`src/logic/modem_setup_pkg.sv`:
```
// Purpose: Shared constants and types for the modem set-up register bank and its host.
// Assumes: One 250 MHz clock on both ends; serial command bus sent MSB first.
// Notes:   Register addresses are the command byte values seen on the serial bus.
package modem_setup_pkg;

    ////////////////////////////////////////////////////////////////////////////////
    localparam logic [7:0] GENERAL_RESET_ADDR = 8'h01;
    localparam logic [7:0] SETUP_ADDR         = 8'hE0;
    localparam logic [7:0] TONE_ADDR          = 8'hE1;
    localparam logic [7:0] GAIN_ADDR          = 8'hE2;
    localparam logic [7:0] TX_BYTE_ADDR       = 8'hE3;
    localparam logic [7:0] FORMAT_ADDR        = 8'hE4;
    localparam logic [7:0] TX_MOD_ADDR        = 8'hE7;
    localparam logic [7:0] RX_DEMOD_ADDR      = 8'hE8;
    localparam logic [7:0] MASK_ADDR          = 8'hEE;

    // Slots of the register array inside the device.
    localparam logic [2:0] SLOT_SETUP    = 3'h0;
    localparam logic [2:0] SLOT_TONE     = 3'h1;
    localparam logic [2:0] SLOT_GAIN     = 3'h2;
    localparam logic [2:0] SLOT_TX_BYTE  = 3'h3;
    localparam logic [2:0] SLOT_FORMAT   = 3'h4;
    localparam logic [2:0] SLOT_TX_MOD   = 3'h5;
    localparam logic [2:0] SLOT_RX_DEMOD = 3'h6;
    localparam logic [2:0] SLOT_MASK     = 3'h7;
    localparam int         REG_COUNT     = 8;

    localparam logic [7:0] REG_RESET_VALUE = 8'h00;

    // Field positions.
    localparam int SETUP_RESERVED_BIT = 7;
    localparam int SETUP_RELAY_BIT    = 6;
    localparam int SETUP_DETECT_LSB   = 4;
    localparam int SETUP_LOOP_LSB     = 2;
    localparam int SETUP_CLOCK_LSB    = 0;
    localparam int RX_BAND_BIT        = 0;
    localparam int RX_ENABLE_BIT      = 1;
    localparam int MASK_RING_BIT      = 6;

    typedef enum logic [1:0] {DET_PSK, DET_PROGRESS, DET_ANSWER, DET_OFF} detect_mode_type;
    typedef enum logic [1:0] {LOOP_NONE, LOOP_ANALOG, LOOP_DIGITAL, LOOP_RESERVED} loop_type;
    typedef enum logic [1:0] {CLK_ZERO_POWER, CLK_XTAL_LOW, CLK_XTAL_MID, CLK_XTAL_HIGH}
        clock_mode_type;

    ////////////////////////////////////////////////////////////////////////////////
    localparam int MCLK_HZ        = 250_000_000;
    localparam int MODEM_BIT_RATE = 1200;
    localparam int BIT_CYCLES     = MCLK_HZ / MODEM_BIT_RATE;
    localparam int LOOP_TICK_W    = 18;
    localparam int SETTLE_TIME_MS = 20;
    localparam int SETTLE_CYCLES  = (MCLK_HZ / 1000) * SETTLE_TIME_MS;
    localparam int SETTLE_W       = 23;
    localparam int SCLK_HALF      = 4;
    localparam int BYTE_BITS      = 8;

    // Host command port map.
    localparam logic [3:0] HOST_TARGET_OFS = 4'h0;
    localparam logic [3:0] HOST_DATA_OFS   = 4'h1;
    localparam logic [3:0] HOST_RESET_OFS  = 4'h2;
    localparam logic [3:0] HOST_STATUS_OFS = 4'h3;
    localparam int         HOST_BUSY_BIT   = 0;
    localparam int         HOST_SETTLE_BIT = 1;

endpackage

```
`src/logic/serial_cmd_if.sv`:
```
// Purpose: Serial command bus between the host controller and the set-up register bank.
// Assumes: Host owns every wire; the bank only listens.
// Notes:   Data is taken on the rising edge of the serial clock while select is low.
`timescale 1ns/1ps
interface serial_cmd_if;
    logic sclk;
    logic cmd_data;
    logic sel_n;

    modport host (output sclk, output cmd_data, output sel_n);
    modport dev  (input sclk, input cmd_data, input sel_n);
endinterface

```
`src/logic/pin_sync.sv`:
```
// Purpose: Two-stage synchroniser for pins arriving from outside the clock domain.
// Assumes: Each bit is an independent level.
// Notes:   Only the second stage is visible outside.
`timescale 1ns/1ps
module pin_sync #(
    parameter int               WIDTH       = 1,
    parameter logic [WIDTH-1:0] RESET_VALUE = '0
) (
    input  wire logic             mclk,
    input  wire logic             rst,
    input  wire logic [WIDTH-1:0] d,
    output logic      [WIDTH-1:0] q
);
    typedef struct packed {
        logic [WIDTH-1:0] meta;
        logic [WIDTH-1:0] stable;
    } sync_type;

    sync_type state_ff;
    sync_type nxt_state;

    always_comb begin
        nxt_state.meta   = d;
        nxt_state.stable = state_ff.meta;
    end

    always_ff @(posedge mclk) begin
        if (rst) begin
            state_ff <= {RESET_VALUE, RESET_VALUE};
        end else begin
            state_ff <= nxt_state;
        end
    end

    assign q = state_ff.stable;
endmodule

```
`src/logic/modem_setup_device.sv`:
```
// Purpose: Write-only set-up register bank of a 1200 bps modem on a serial command bus.
// Assumes: Status inputs and rx_byte_taken come from logic on mclk.
// Notes:   Bus pins are resynchronised, so the serial clock must stay well below mclk/4.
//
// Added by the designer: the address-and-strobe port.
`timescale 1ns/1ps

////////////////////////////////////////////////////////////////////////////////
// Notes on behaviour
// Address byte then one data byte writes.
// General reset is an address-only command.
// General reset clears every register bit.
// Host keeps set-up bit 7 zero.
// Set-up bit 6 drives relay pull-down.
// Bits 5:4 select receive detection mode.
// Host sets band bit for detection mode.
// Host enables receive demodulator for detection.
// Loop code 00 normal; 11 unused.
// Code 01 loops transmit gain into receive.
// Code 10 serialises transmit byte to receiver.
// Bits 1:0 select crystal or zero power.
// Zero power stops all but bus, ring.
// Host waits 20 ms after zero power.
// Mask register gates each status onto interrupt.
// Unknown address writes change nothing.
module modem_setup_device #(
    parameter int BIT_CYCLES = modem_setup_pkg::BIT_CYCLES
) (
    input  wire logic       mclk,
    input  wire logic       rst,
    serial_cmd_if.dev       bus,
    input  wire logic [7:0] status_in,
    input  wire logic       rx_byte_taken,
    output logic            hook_relay_output_o,
    output logic            hook_relay_output_oe,
    output logic            detect_mode_hi,
    output logic            detect_mode_lo,
    output logic            loop_sel_hi,
    output logic            loop_sel_lo,
    output logic            clock_sel_hi,
    output logic            clock_sel_lo,
    output logic            zero_power,
    output logic            analog_loop_route,
    output logic            rx_amp_break,
    output logic [7:0]      tone_ctrl,
    output logic [7:0]      gain_ctrl,
    output logic [7:0]      char_format,
    output logic [7:0]      tx_mod_mode,
    output logic [7:0]      rx_demod_mode,
    output logic            tx_byte_free,
    output logic [7:0]      loop_rx_byte,
    output logic            loop_rx_ready,
    output logic            irq
);
    localparam int TW = modem_setup_pkg::LOOP_TICK_W;

    typedef struct packed {
        logic                                           sclk_prev;
        logic [2:0]                                     bit_cnt;
        logic                                           got_addr;
        logic [7:0]                                     shift;
        logic [7:0]                                     addr;
        logic [modem_setup_pkg::REG_COUNT-1:0][7:0]     regs;
        logic                                           tx_pending;
        logic                                           lb_busy;
        logic [7:0]                                     lb_tx;
        logic [7:0]                                     lb_rx;
        logic [2:0]                                     lb_bits;
        logic [TW-1:0]                                  lb_tick;
        logic [7:0]                                     rx_byte;
        logic                                           rx_ready;
        logic                                           relay_oe;
        logic                                           zero_pwr;
        logic                                           analog_loop;
        logic                                           irq;
    } bank_type;

    bank_type   state_ff;
    bank_type   nxt_state;
    logic [2:0] pins;
    logic       s_sclk;
    logic       s_data;
    logic       s_sel_n;
    logic [7:0] shifted;
    logic [3:0] slot;
    logic [7:0] setup_v;
    logic [7:0] mask_v;

    // Decodes a command byte to {valid, slot}.
    function automatic logic [3:0] reg_slot(input logic [7:0] a);
        case (a)
            modem_setup_pkg::SETUP_ADDR:    return {1'b1, modem_setup_pkg::SLOT_SETUP};
            modem_setup_pkg::TONE_ADDR:     return {1'b1, modem_setup_pkg::SLOT_TONE};
            modem_setup_pkg::GAIN_ADDR:     return {1'b1, modem_setup_pkg::SLOT_GAIN};
            modem_setup_pkg::TX_BYTE_ADDR:  return {1'b1, modem_setup_pkg::SLOT_TX_BYTE};
            modem_setup_pkg::FORMAT_ADDR:   return {1'b1, modem_setup_pkg::SLOT_FORMAT};
            modem_setup_pkg::TX_MOD_ADDR:   return {1'b1, modem_setup_pkg::SLOT_TX_MOD};
            modem_setup_pkg::RX_DEMOD_ADDR: return {1'b1, modem_setup_pkg::SLOT_RX_DEMOD};
            modem_setup_pkg::MASK_ADDR:     return {1'b1, modem_setup_pkg::SLOT_MASK};
            default:                        return 4'h0;
        endcase
    endfunction

    ////////////////////////////////////////////////////////////////////////////////
    pin_sync #(
        .WIDTH       (3),
        .RESET_VALUE (3'h1)
    ) u_pin_sync (
        .mclk (mclk),
        .rst  (rst),
        .d    ({bus.sclk, bus.cmd_data, bus.sel_n}),
        .q    (pins)
    );

    assign s_sclk  = pins[2];
    assign s_data  = pins[1];
    assign s_sel_n = pins[0];

    ////////////////////////////////////////////////////////////////////////////////
    always_comb begin
        nxt_state = state_ff;
        shifted   = {state_ff.shift[6:0], s_data};
        slot      = reg_slot(state_ff.addr);
        nxt_state.sclk_prev = s_sclk;
        if (s_sel_n) begin
            nxt_state.bit_cnt  = 3'h0;
            nxt_state.got_addr = 1'b0;
        end else if (s_sclk && !state_ff.sclk_prev) begin
            nxt_state.shift   = shifted;
            nxt_state.bit_cnt = state_ff.bit_cnt + 3'h1;
            if (state_ff.bit_cnt == 3'h7) begin
                if (!state_ff.got_addr) begin
                    // address-only reset
                    if (shifted == modem_setup_pkg::GENERAL_RESET_ADDR) begin
                        nxt_state.regs       = '0;
                        nxt_state.tx_pending = 1'b0;
                    end else begin
                        nxt_state.addr     = shifted;
                        nxt_state.got_addr = 1'b1;
                    end
                end else begin
                    nxt_state.got_addr = 1'b0;
                    // store decoded data
                    if (slot[3]) begin
                        nxt_state.regs[slot[2:0]] = shifted;
                        if (slot[2:0] == modem_setup_pkg::SLOT_TX_BYTE) begin
                            nxt_state.tx_pending = 1'b1;
                        end
                    end
                end
            end
        end

        setup_v = nxt_state.regs[modem_setup_pkg::SLOT_SETUP];
        mask_v  = nxt_state.regs[modem_setup_pkg::SLOT_MASK];

        // relay pull-down enable
        nxt_state.relay_oe = setup_v[modem_setup_pkg::SETUP_RELAY_BIT];
        // zero-power decode
        nxt_state.zero_pwr = setup_v[modem_setup_pkg::SETUP_CLOCK_LSB +: 2]
                             == modem_setup_pkg::CLK_ZERO_POWER;
        // analog loop path
        nxt_state.analog_loop = !nxt_state.zero_pwr
                                && setup_v[modem_setup_pkg::SETUP_LOOP_LSB +: 2]
                                   == modem_setup_pkg::LOOP_ANALOG;

        // digital loopback serialiser
        if (nxt_state.zero_pwr || setup_v[modem_setup_pkg::SETUP_LOOP_LSB +: 2]
                                  != modem_setup_pkg::LOOP_DIGITAL) begin
            nxt_state.lb_busy = 1'b0;
        end else if (!state_ff.lb_busy) begin
            if (state_ff.tx_pending) begin
                nxt_state.lb_busy    = 1'b1;
                nxt_state.tx_pending = nxt_state.tx_pending
                                       && nxt_state.regs[modem_setup_pkg::SLOT_TX_BYTE]
                                          != state_ff.regs[modem_setup_pkg::SLOT_TX_BYTE];
                nxt_state.lb_tx      = state_ff.regs[modem_setup_pkg::SLOT_TX_BYTE];
                nxt_state.lb_bits    = 3'h0;
                nxt_state.lb_tick    = '0;
            end
        end else if (state_ff.lb_tick == TW'(BIT_CYCLES - 1)) begin
            nxt_state.lb_tick = '0;
            nxt_state.lb_tx   = {1'b0, state_ff.lb_tx[7:1]};
            nxt_state.lb_rx   = {state_ff.lb_tx[0], state_ff.lb_rx[7:1]};
            nxt_state.lb_bits = state_ff.lb_bits + 3'h1;
            if (state_ff.lb_bits == 3'h7) begin
                nxt_state.lb_busy = 1'b0;
                nxt_state.rx_byte = {state_ff.lb_tx[0], state_ff.lb_rx[7:1]};
            end
        end else begin
            nxt_state.lb_tick = state_ff.lb_tick + TW'(1);
        end

        // A byte landing in the same cycle as the take is kept: set wins.
        nxt_state.rx_ready = (state_ff.rx_ready && !rx_byte_taken)
                             || (state_ff.lb_busy && !nxt_state.lb_busy
                                 && state_ff.lb_bits == 3'h7
                                 && state_ff.lb_tick == TW'(BIT_CYCLES - 1));

        // masked interrupt, ring only in zero power
        if (nxt_state.zero_pwr) begin
            mask_v = mask_v & (8'h01 << modem_setup_pkg::MASK_RING_BIT);
        end
        nxt_state.irq = |(status_in & mask_v);
    end

    always_ff @(posedge mclk) begin
        if (rst) begin
            state_ff <= '0;
        end else begin
            state_ff <= nxt_state;
        end
    end

    ////////////////////////////////////////////////////////////////////////////////
    // The pin only ever pulls low; the enable carries the relay state.
    assign hook_relay_output_o  = 1'b0;
    assign hook_relay_output_oe = state_ff.relay_oe;
    // detection mode field
    assign detect_mode_hi = state_ff.regs[modem_setup_pkg::SLOT_SETUP][5];
    assign detect_mode_lo = state_ff.regs[modem_setup_pkg::SLOT_SETUP][4];
    assign loop_sel_hi    = state_ff.regs[modem_setup_pkg::SLOT_SETUP][3];
    assign loop_sel_lo    = state_ff.regs[modem_setup_pkg::SLOT_SETUP][2];
    assign clock_sel_hi   = state_ff.regs[modem_setup_pkg::SLOT_SETUP][1];
    assign clock_sel_lo   = state_ff.regs[modem_setup_pkg::SLOT_SETUP][0];
    assign zero_power        = state_ff.zero_pwr;
    assign analog_loop_route = state_ff.analog_loop;
    assign rx_amp_break      = state_ff.analog_loop;
    assign tone_ctrl     = state_ff.regs[modem_setup_pkg::SLOT_TONE];
    assign gain_ctrl     = state_ff.regs[modem_setup_pkg::SLOT_GAIN];
    assign char_format   = state_ff.regs[modem_setup_pkg::SLOT_FORMAT];
    assign tx_mod_mode   = state_ff.regs[modem_setup_pkg::SLOT_TX_MOD];
    assign rx_demod_mode = state_ff.regs[modem_setup_pkg::SLOT_RX_DEMOD];
    assign tx_byte_free  = !state_ff.tx_pending;
    assign loop_rx_byte  = state_ff.rx_byte;
    assign loop_rx_ready = state_ff.rx_ready;
    assign irq           = state_ff.irq;
endmodule

```
`src/flat_wrapper.sv`:
```
// flat-port wrapper written by rule: the top's interface ports become plain ports
module modem_setup_device_flat 
#(
    parameter int BIT_CYCLES = modem_setup_pkg::BIT_CYCLES
)
  (mclk, rst, status_in, rx_byte_taken, hook_relay_output_o, hook_relay_output_oe, detect_mode_hi, detect_mode_lo, loop_sel_hi, loop_sel_lo, clock_sel_hi, clock_sel_lo, zero_power, analog_loop_route, rx_amp_break, tone_ctrl, gain_ctrl, char_format, tx_mod_mode, rx_demod_mode, tx_byte_free, loop_rx_byte, loop_rx_ready, irq, bus_sclk, bus_cmd_data, bus_sel_n);
  serial_cmd_if bus_i ();
  input  wire logic mclk;
  input  wire logic rst;
  input  wire logic [7:0] status_in;
  input  wire logic rx_byte_taken;
  output logic hook_relay_output_o;
  output logic hook_relay_output_oe;
  output logic detect_mode_hi;
  output logic detect_mode_lo;
  output logic loop_sel_hi;
  output logic loop_sel_lo;
  output logic clock_sel_hi;
  output logic clock_sel_lo;
  output logic zero_power;
  output logic analog_loop_route;
  output logic rx_amp_break;
  output logic [7:0] tone_ctrl;
  output logic [7:0] gain_ctrl;
  output logic [7:0] char_format;
  output logic [7:0] tx_mod_mode;
  output logic [7:0] rx_demod_mode;
  output logic tx_byte_free;
  output logic [7:0] loop_rx_byte;
  output logic loop_rx_ready;
  output logic irq;
  input wire logic [$bits(bus_i.sclk)-1:0] bus_sclk;
  input wire logic [$bits(bus_i.cmd_data)-1:0] bus_cmd_data;
  input wire logic [$bits(bus_i.sel_n)-1:0] bus_sel_n;
  assign bus_i.sclk = bus_sclk;
  assign bus_i.cmd_data = bus_cmd_data;
  assign bus_i.sel_n = bus_sel_n;
  modem_setup_device #(.BIT_CYCLES(BIT_CYCLES)) u_core (.mclk(mclk), .rst(rst), .bus(bus_i), .status_in(status_in), .rx_byte_taken(rx_byte_taken), .hook_relay_output_o(hook_relay_output_o), .hook_relay_output_oe(hook_relay_output_oe), .detect_mode_hi(detect_mode_hi), .detect_mode_lo(detect_mode_lo), .loop_sel_hi(loop_sel_hi), .loop_sel_lo(loop_sel_lo), .clock_sel_hi(clock_sel_hi), .clock_sel_lo(clock_sel_lo), .zero_power(zero_power), .analog_loop_route(analog_loop_route), .rx_amp_break(rx_amp_break), .tone_ctrl(tone_ctrl), .gain_ctrl(gain_ctrl), .char_format(char_format), .tx_mod_mode(tx_mod_mode), .rx_demod_mode(rx_demod_mode), .tx_byte_free(tx_byte_free), .loop_rx_byte(loop_rx_byte), .loop_rx_ready(loop_rx_ready), .irq(irq));
endmodule
```
`config.mk`:
```
export PLATFORM = sky130hd
export DESIGN_NAME = modem_setup_device_flat
export DESIGN_NICKNAME = d
export VERILOG_FILES = /design/src/logic/modem_setup_pkg.sv /design/src/logic/serial_cmd_if.sv /design/src/logic/pin_sync.sv /design/src/logic/modem_setup_device.sv /design/src/flat_wrapper.sv
export SDC_FILE = /design/constraint.sdc
export NUM_CORES = 1
export LEC_CHECK = 0
export ABC_CLOCK_PERIOD_IN_PS = 3000
export BUFFER_PORTS_ARGS = -buffer_cell sky130_fd_sc_hd__buf_2
export CAP_MARGIN = 5
export CORE_MARGIN = 2
export CORE_UTILIZATION = 45
export CTS_BUF_LIST = sky130_fd_sc_hd__clkbuf_8
export DETAILED_ROUTE_END_ITERATION = 10
export GPL_ROUTABILITY_DRIVEN = 0
export PLACE_DENSITY = 0.65
export SETUP_SLACK_MARGIN = 0.4
export SLEW_MARGIN = 20
export SYNTH_ARGS = -nofsm -noshare
export SYNTH_HDL_FRONTEND = slang
export SYNTH_SLANG_ARGS = --single-unit
```
`constraint.sdc`:
```
create_clock -name mclk -period 3 [get_ports mclk]
set_input_delay 0.3 -clock mclk [delete_from_list [all_inputs] [get_ports mclk]]
set_output_delay 0.3 -clock mclk [all_outputs]
set_load 0.01 [all_outputs]
```
## Word level (Yosys, flattened, before mapping)

Index checks and enable logic that the tools add are counted.

| operators by class | value |
|---|---|
| add/subtract/negate cells | 3 |
| magnitude comparators | 2 |
| equal/unequal tests | 18 |
| mux-type cells | 24 |
| bitwise gates (word level) | 5 |
| reduce and logical (&&, ||, !) cells | 28 |

Operator list:

| kind | count |
|---|---|
| $mux 65 | 6 |
| $bwmux 64 | 1 |
| $eq 8x8->1 const B | 8 |
| $mux 21 | 2 |
| $pmux 4 s8 | 1 |
| $demux 8 s3 | 1 |
| $mux 20 | 1 |
| $add 18x1->18 const B | 1 |
| $eq 18x18->1 const B | 1 |
| $mux 18 | 1 |
| $mux 8 | 2 |
| $mux 10 | 1 |
| $reduce_and 5->1 | 2 |
| $mux 9 | 1 |
| $and 8x8->8 | 1 |
| $eq 8x1->1 const B | 1 |
| $logic_and 1x1->1 | 8 |
| $ne 8x8->1 | 1 |
| $reduce_or 8->1 | 1 |
| $mux 1 | 7 |
| $add 3x1->3 const B | 2 |
| $eq 3x3->1 const B | 2 |
| $ne 2x2->1 const B | 3 |
| $reduce_and 2->1 | 3 |
| 12 further kinds | 22 |

| word-level totals | value |
|---|---|
| register bits after elaboration | 142 |
| bits of input ports | 14 |
| output and inout bits | 62 |
| word-level logic and storage cells | 108 |

## Longest topological paths before layout

| depth | value |
|---|---|
| word-level depth | 22 |
| depth in mapped cells | 12 |

## Hierarchy

From an unflattened synthesis, not the netlist that was laid out.

| unflattened totals | value |
|---|---|
| cells, all modules | 763 |
| area, all modules | 6603.8 um2 |

By module, submodules not included:

| module | instances | cells an instance | area an instance (um2) |
|---|---|---|---|
| modem_setup_device | 1 | 751 | 6446.2 |
| pin_sync | 1 | 12 | 157.7 |

## Least setup slack after synthesis

Ideal clock, no wire load.

| path | value |
|---|---|
| kind | reg2reg |
| from | register u_core.state_ff[133] (netlist bit) |
| to | register u_core.state_ff[26] (netlist bit) |
| setup time | 70 ps |
| arrival time | 2782 ps |
| required time | 2930 ps |
| setup slack | 148 ps |
| cell stages (with the launch flop) | 12 |
| path buffers | 3 |
| clock period less this slack | 2852 ps |
| path through | dfxtp_1 -> ha_1 -> ha_1 -> nor4bb_1 -> buf_2 -> and4_1 -> buf_6 -> or4b_4 -> a22o_2 -> buf_6 -> or4_1 -> a21oi_1 |

| on the way | value |
|---|---|
| word-level cells in the longest chain between the ends | 8 |
| elaborated cells between the ends (all ways) | 9 |

Ends and longest elaborated chain:

| item | line | text |
|---|---|---|
| from (decl) | modem_setup_device.sv:78 | `bank_type state_ff;` |
| from (signal assigned) | modem_setup_device.sv:211 | `state_ff <= nxt_state;` |
| $eq 3x3->1 (*) | modem_setup_device.sv:131 | `if (state_ff.bit_cnt == 3'h7) begin` |
| $mux 65 (*) | modem_setup_device.sv:131 |  |
| $mux 65 (*) | modem_setup_device.sv:128 | `end else if (s_sclk && !state_ff.sclk_prev) begin` |
| $mux 65 (*) | modem_setup_device.sv:125 | `if (s_sel_n) begin` |
| $ne 2x2->1 / $logic_not 2->1 (equally long branches) | modem_setup_device.sv:169, modem_setup_device.sv:160 |  |
| $logic_or 1x1->1 (*) | modem_setup_device.sv:168 | `if (nxt_state.zero_pwr \|\| setup_v[modem_setup_pkg::SETUP_LOOP_LSB +: 2]` |
| $not 1->1 (no line) (*) | n/a |  |
| $reduce_and 2->1 (no line) (*) | n/a |  |

Mark *: on every way between the ends. The rest lies on a longest branch, timed or not.
A chain may end at the register's enable or synchronous reset.

## Worst setup path in the final report

| path | value |
|---|---|
| from | register u_core.state_ff[134] (netlist bit) |
| to | register u_core.state_ff[17] (netlist bit) |

The elaborated chain is that of the path after synthesis.

==> qor.txt <==
status: finished clean
synthesized flop and latch total: 139
drt first pass iters: 8
Detail Route Antenna Nets: 0
leakage power total: 2.863 nW
clock-pin slew of the registers on the worst-case setup and hold paths: 0.07 ns
ys flop type: dfxtp_1
minimum clock period: 2.599 ns
vias in the first global route: 5718
num ports: 76
most used cell along the critical path: ha_4
DR DRC count: 0
number of buffers added on ports: 74
Rows: 44
Post-DP HPWL: 11750 um
initial antenna violation count: 0
Syn Std Cell Area: 6591 um2
Chip Width: 125.0 um
initial drt markers: 742
crit path launch: u_core.state_ff[134]
largest net degree at the start of global routing: 71
Worst-Skew Late Latency: 0.46 ns
top cell type's share of synthesized area: 42.22%
headroom to the max-slew limit: 43.62%
CTS Sinks: 139
vias: 6139
sequential area share after synthesis: 42.22%
Max FO, Critical Path: 7
Area Growth Syn to Fin: 17.46%
CP endpoint kind: flip-flop
Antenna diodes: 0
layout cells sized above 1: 24.94%
worst path cell trace: ha_4, ha_4, nor4bb_4, and4_1, or4b_4, a22o_4, or4_4, a21oi_2
Synth Area per Inst: 8.407 um2
setup TNS: 0 ns
CP bufs+invs: 0
number of synthesized flops with an enable pin: 0
post-layout util: 53.68%
CP max stage delay: 0.61 ns
largest area contributor in the netlist: dfxtp_1
CTS tree: done
Hold Crit Class: in2reg
DIE HEIGHT: 125.0 um
via density per instance: 6.007
Crit Path Class: reg2reg
synth top area cells: dfxtp_1, buf_4, a22oi_1
Max Cap Violations: 0
DR WL/cell: 17.97 um
Final Max Tran Viols: 0
data required time of the critical path: 3.39 ns
unrepaired setup endpoints after global routing: true
f_max: 384.7 MHz
Starting Density: 45.70%
total track usage: 22.90%
Setup Skew: 0.008075 ns
number of CTS-inserted buffers: 17
Tcrit/Tclk final: 86.65%
Worst Hold Launch: bus_sel_n
first-pass GRT wire length: 29320 um
clock root cell: clkbuf_8
final wirelength: 18360 um
startpoint types: flip-flop
worst path arrival time: 2.99 ns
Worst VDD drop: 0.2867 mV
die area: 15630 um2
FF-to-FF setup slack: 0.40 ns
PD cells: 480.8 nW/um2
total overflow reported by the global router: 0
final setup fails: 0
Worst Tran Pin Value: 0.8418 ns
Crit path max-delay family: simple AND/OR/NAND/NOR gates
Hold Vio Cnt, Final: 0
NumNets Final: 845
Clock Tree Buf Depth: 2
Crit-path slowest cell: or4b_4
Syn Nets: 804
Post-Syn Instances: 784
reg2reg start: u_core.state_ff[134]
Cell variety after synth: 68
synth warn: 0
core region area: 14420 um2
H-tree levels: 4
Async SR Flop Fraction: 0%
CTS Hold Bufs: 0
[synth_stat cells, drive strengths merged (2+ instances only)]
cell / number
dfxtp: 139
nor2: 87
a21oi: 59
buf: 59
nand2: 57
clkbuf: 45
a22oi: 44
nand3: 43
o21ai: 39
mux2i: 21
nand4: 15
inv: 14
nor3: 14
or4: 14
o31ai: 13
nor2b: 10
a211oi: 8
nand2b: 7
nand4b: 7
ha: 6
mux2: 6
or3: 6
nor4: 5
a221oi: 4
a222oi: 4
a31oi: 4
a32oi: 4
and3: 4
or2: 4
a22o: 3
and4: 3
nor3b: 3
a31o: 2
and2: 2
nand4bb: 2
nor4b: 2
o22ai: 2
or4b: 2
[layer usage]
| metal | track usage, % | vias to the layer above | part of all wire (%) |
|---|---|---|---|
| met5 | 0 | - | 0 |
| met3 | 5.006 | 30 | 7.0 |
| met1 | 30.75 | 2976 | 44 |
| met2 | 36.35 | 246 | 47 |
| met4 | 8.431 | 0 | 1.7 |
| li1 | - | 2887 | - |
[power breakdown]
group	total, mW	switching (mW)	internal [mW]
clock	1.80	0.725	1.08
combinational	0.0673	0.0470	0.0204
sequential	1.85	0.00499	1.85
total	3.72	0.777	2.95
[path summary, 6_finish.rpt]
kind                            cells after the start                             end
worst max-delay path                                8             u_core.state_ff[17]
worst min register to register                      1          u_core.u_pin_sync.q[0]
worst max register to register                      8             u_core.state_ff[17]
worst min-delay path                                2  u_core.u_pin_sync.nxt_state[0]
[what timing repair did]
item	CTS	global route
buffers inserted	6	4
pin swaps	6	16
gates resized for setup	7	52
setup endpoints to repair	18	55
gates cloned	3	3
[cell type report]
cell class | count | area, um2
clock buffer | 21 | 289.0
clock inverter | 11 | 190.2
fill | 1330 | 6681
inverter | 15 | 56.30
multi-input combinational | 530 | 3432
sequential | 139 | 2785
tap | 184 | 230.2
timing repair buffer | 122 | 759.5
[cell families (layout without fill, tap and decap cells)]
| kind of cell | count (synthesis) | after routing | share of synthesized area (%) |
|---|---|---|---|
| buffers and inverters | 119 | 169 | 9.966 |
| AND/OR/NAND/NOR | 291 | 291 | 22.53 |
| AO/OA/AOI/OAI | 199 | 203 | 19.61 |
| adder cells (fa/ha/maj) | 6 | 6 | 1.139 |
| XOR/XNOR | 2 | 2 | 0.2658 |
| other | 1 | 1 | 0.05689 |
| multiplexers | 27 | 27 | 4.214 |
| flip-flops | 139 | 139 | 42.22 |
[state kept, by name, indices dropped and copies added (netlist names), 3 cells and up]
| name | count |
|---|---|
| u_core.state_ff | 68 |
| u_core.gain_ctrl | 8 |
| u_core.u_pin_sync.q | 3 |
| u_core.tone_ctrl | 8 |
| u_core.loop_rx_byte | 8 |
| u_core.shifted | 7 |
| u_core.rx_demod_mode | 8 |
| u_core.char_format | 8 |
| u_core.u_pin_sync.nxt_state | 3 |
| u_core.tx_mod_mode | 8 |
[cells in the final DEF (no fill, tap or decap), drive strengths merged, types with 6 or more instances in the layout]
cell type and n:
buf 122, nand4 15, nand2b 7, dfxtp 139
nor2b 10, a22o 7, nor3 14, nor2 87
clkbuf 21, nand2 57, or3 6, mux2i 21
nand3 43, or4 14, a22oi 44, mux2 6
o31ai 13, nand4b 7, clkinv 6, o21ai 39
a211oi 8, inv 15, a21oi 59, ha 6
[stage by stage]
step                power (mW)  setup WS [ns]  hold WS, ns  instance area [um2]  instances
floorplan                1.934         0.2322       0.3895                 6634        784
global placement         1.955         0.3242       0.3972                 6907        974
detailed placement       1.957         0.1915       0.3923                 6912        974
CTS                      3.731         0.3844      0.01156                 7500       1015
global route             3.832         0.2969      0.01100                 7742       1022
finish                   3.723         0.4005      0.02426                 7742       1022
Power figures use the tool's default switching activity.
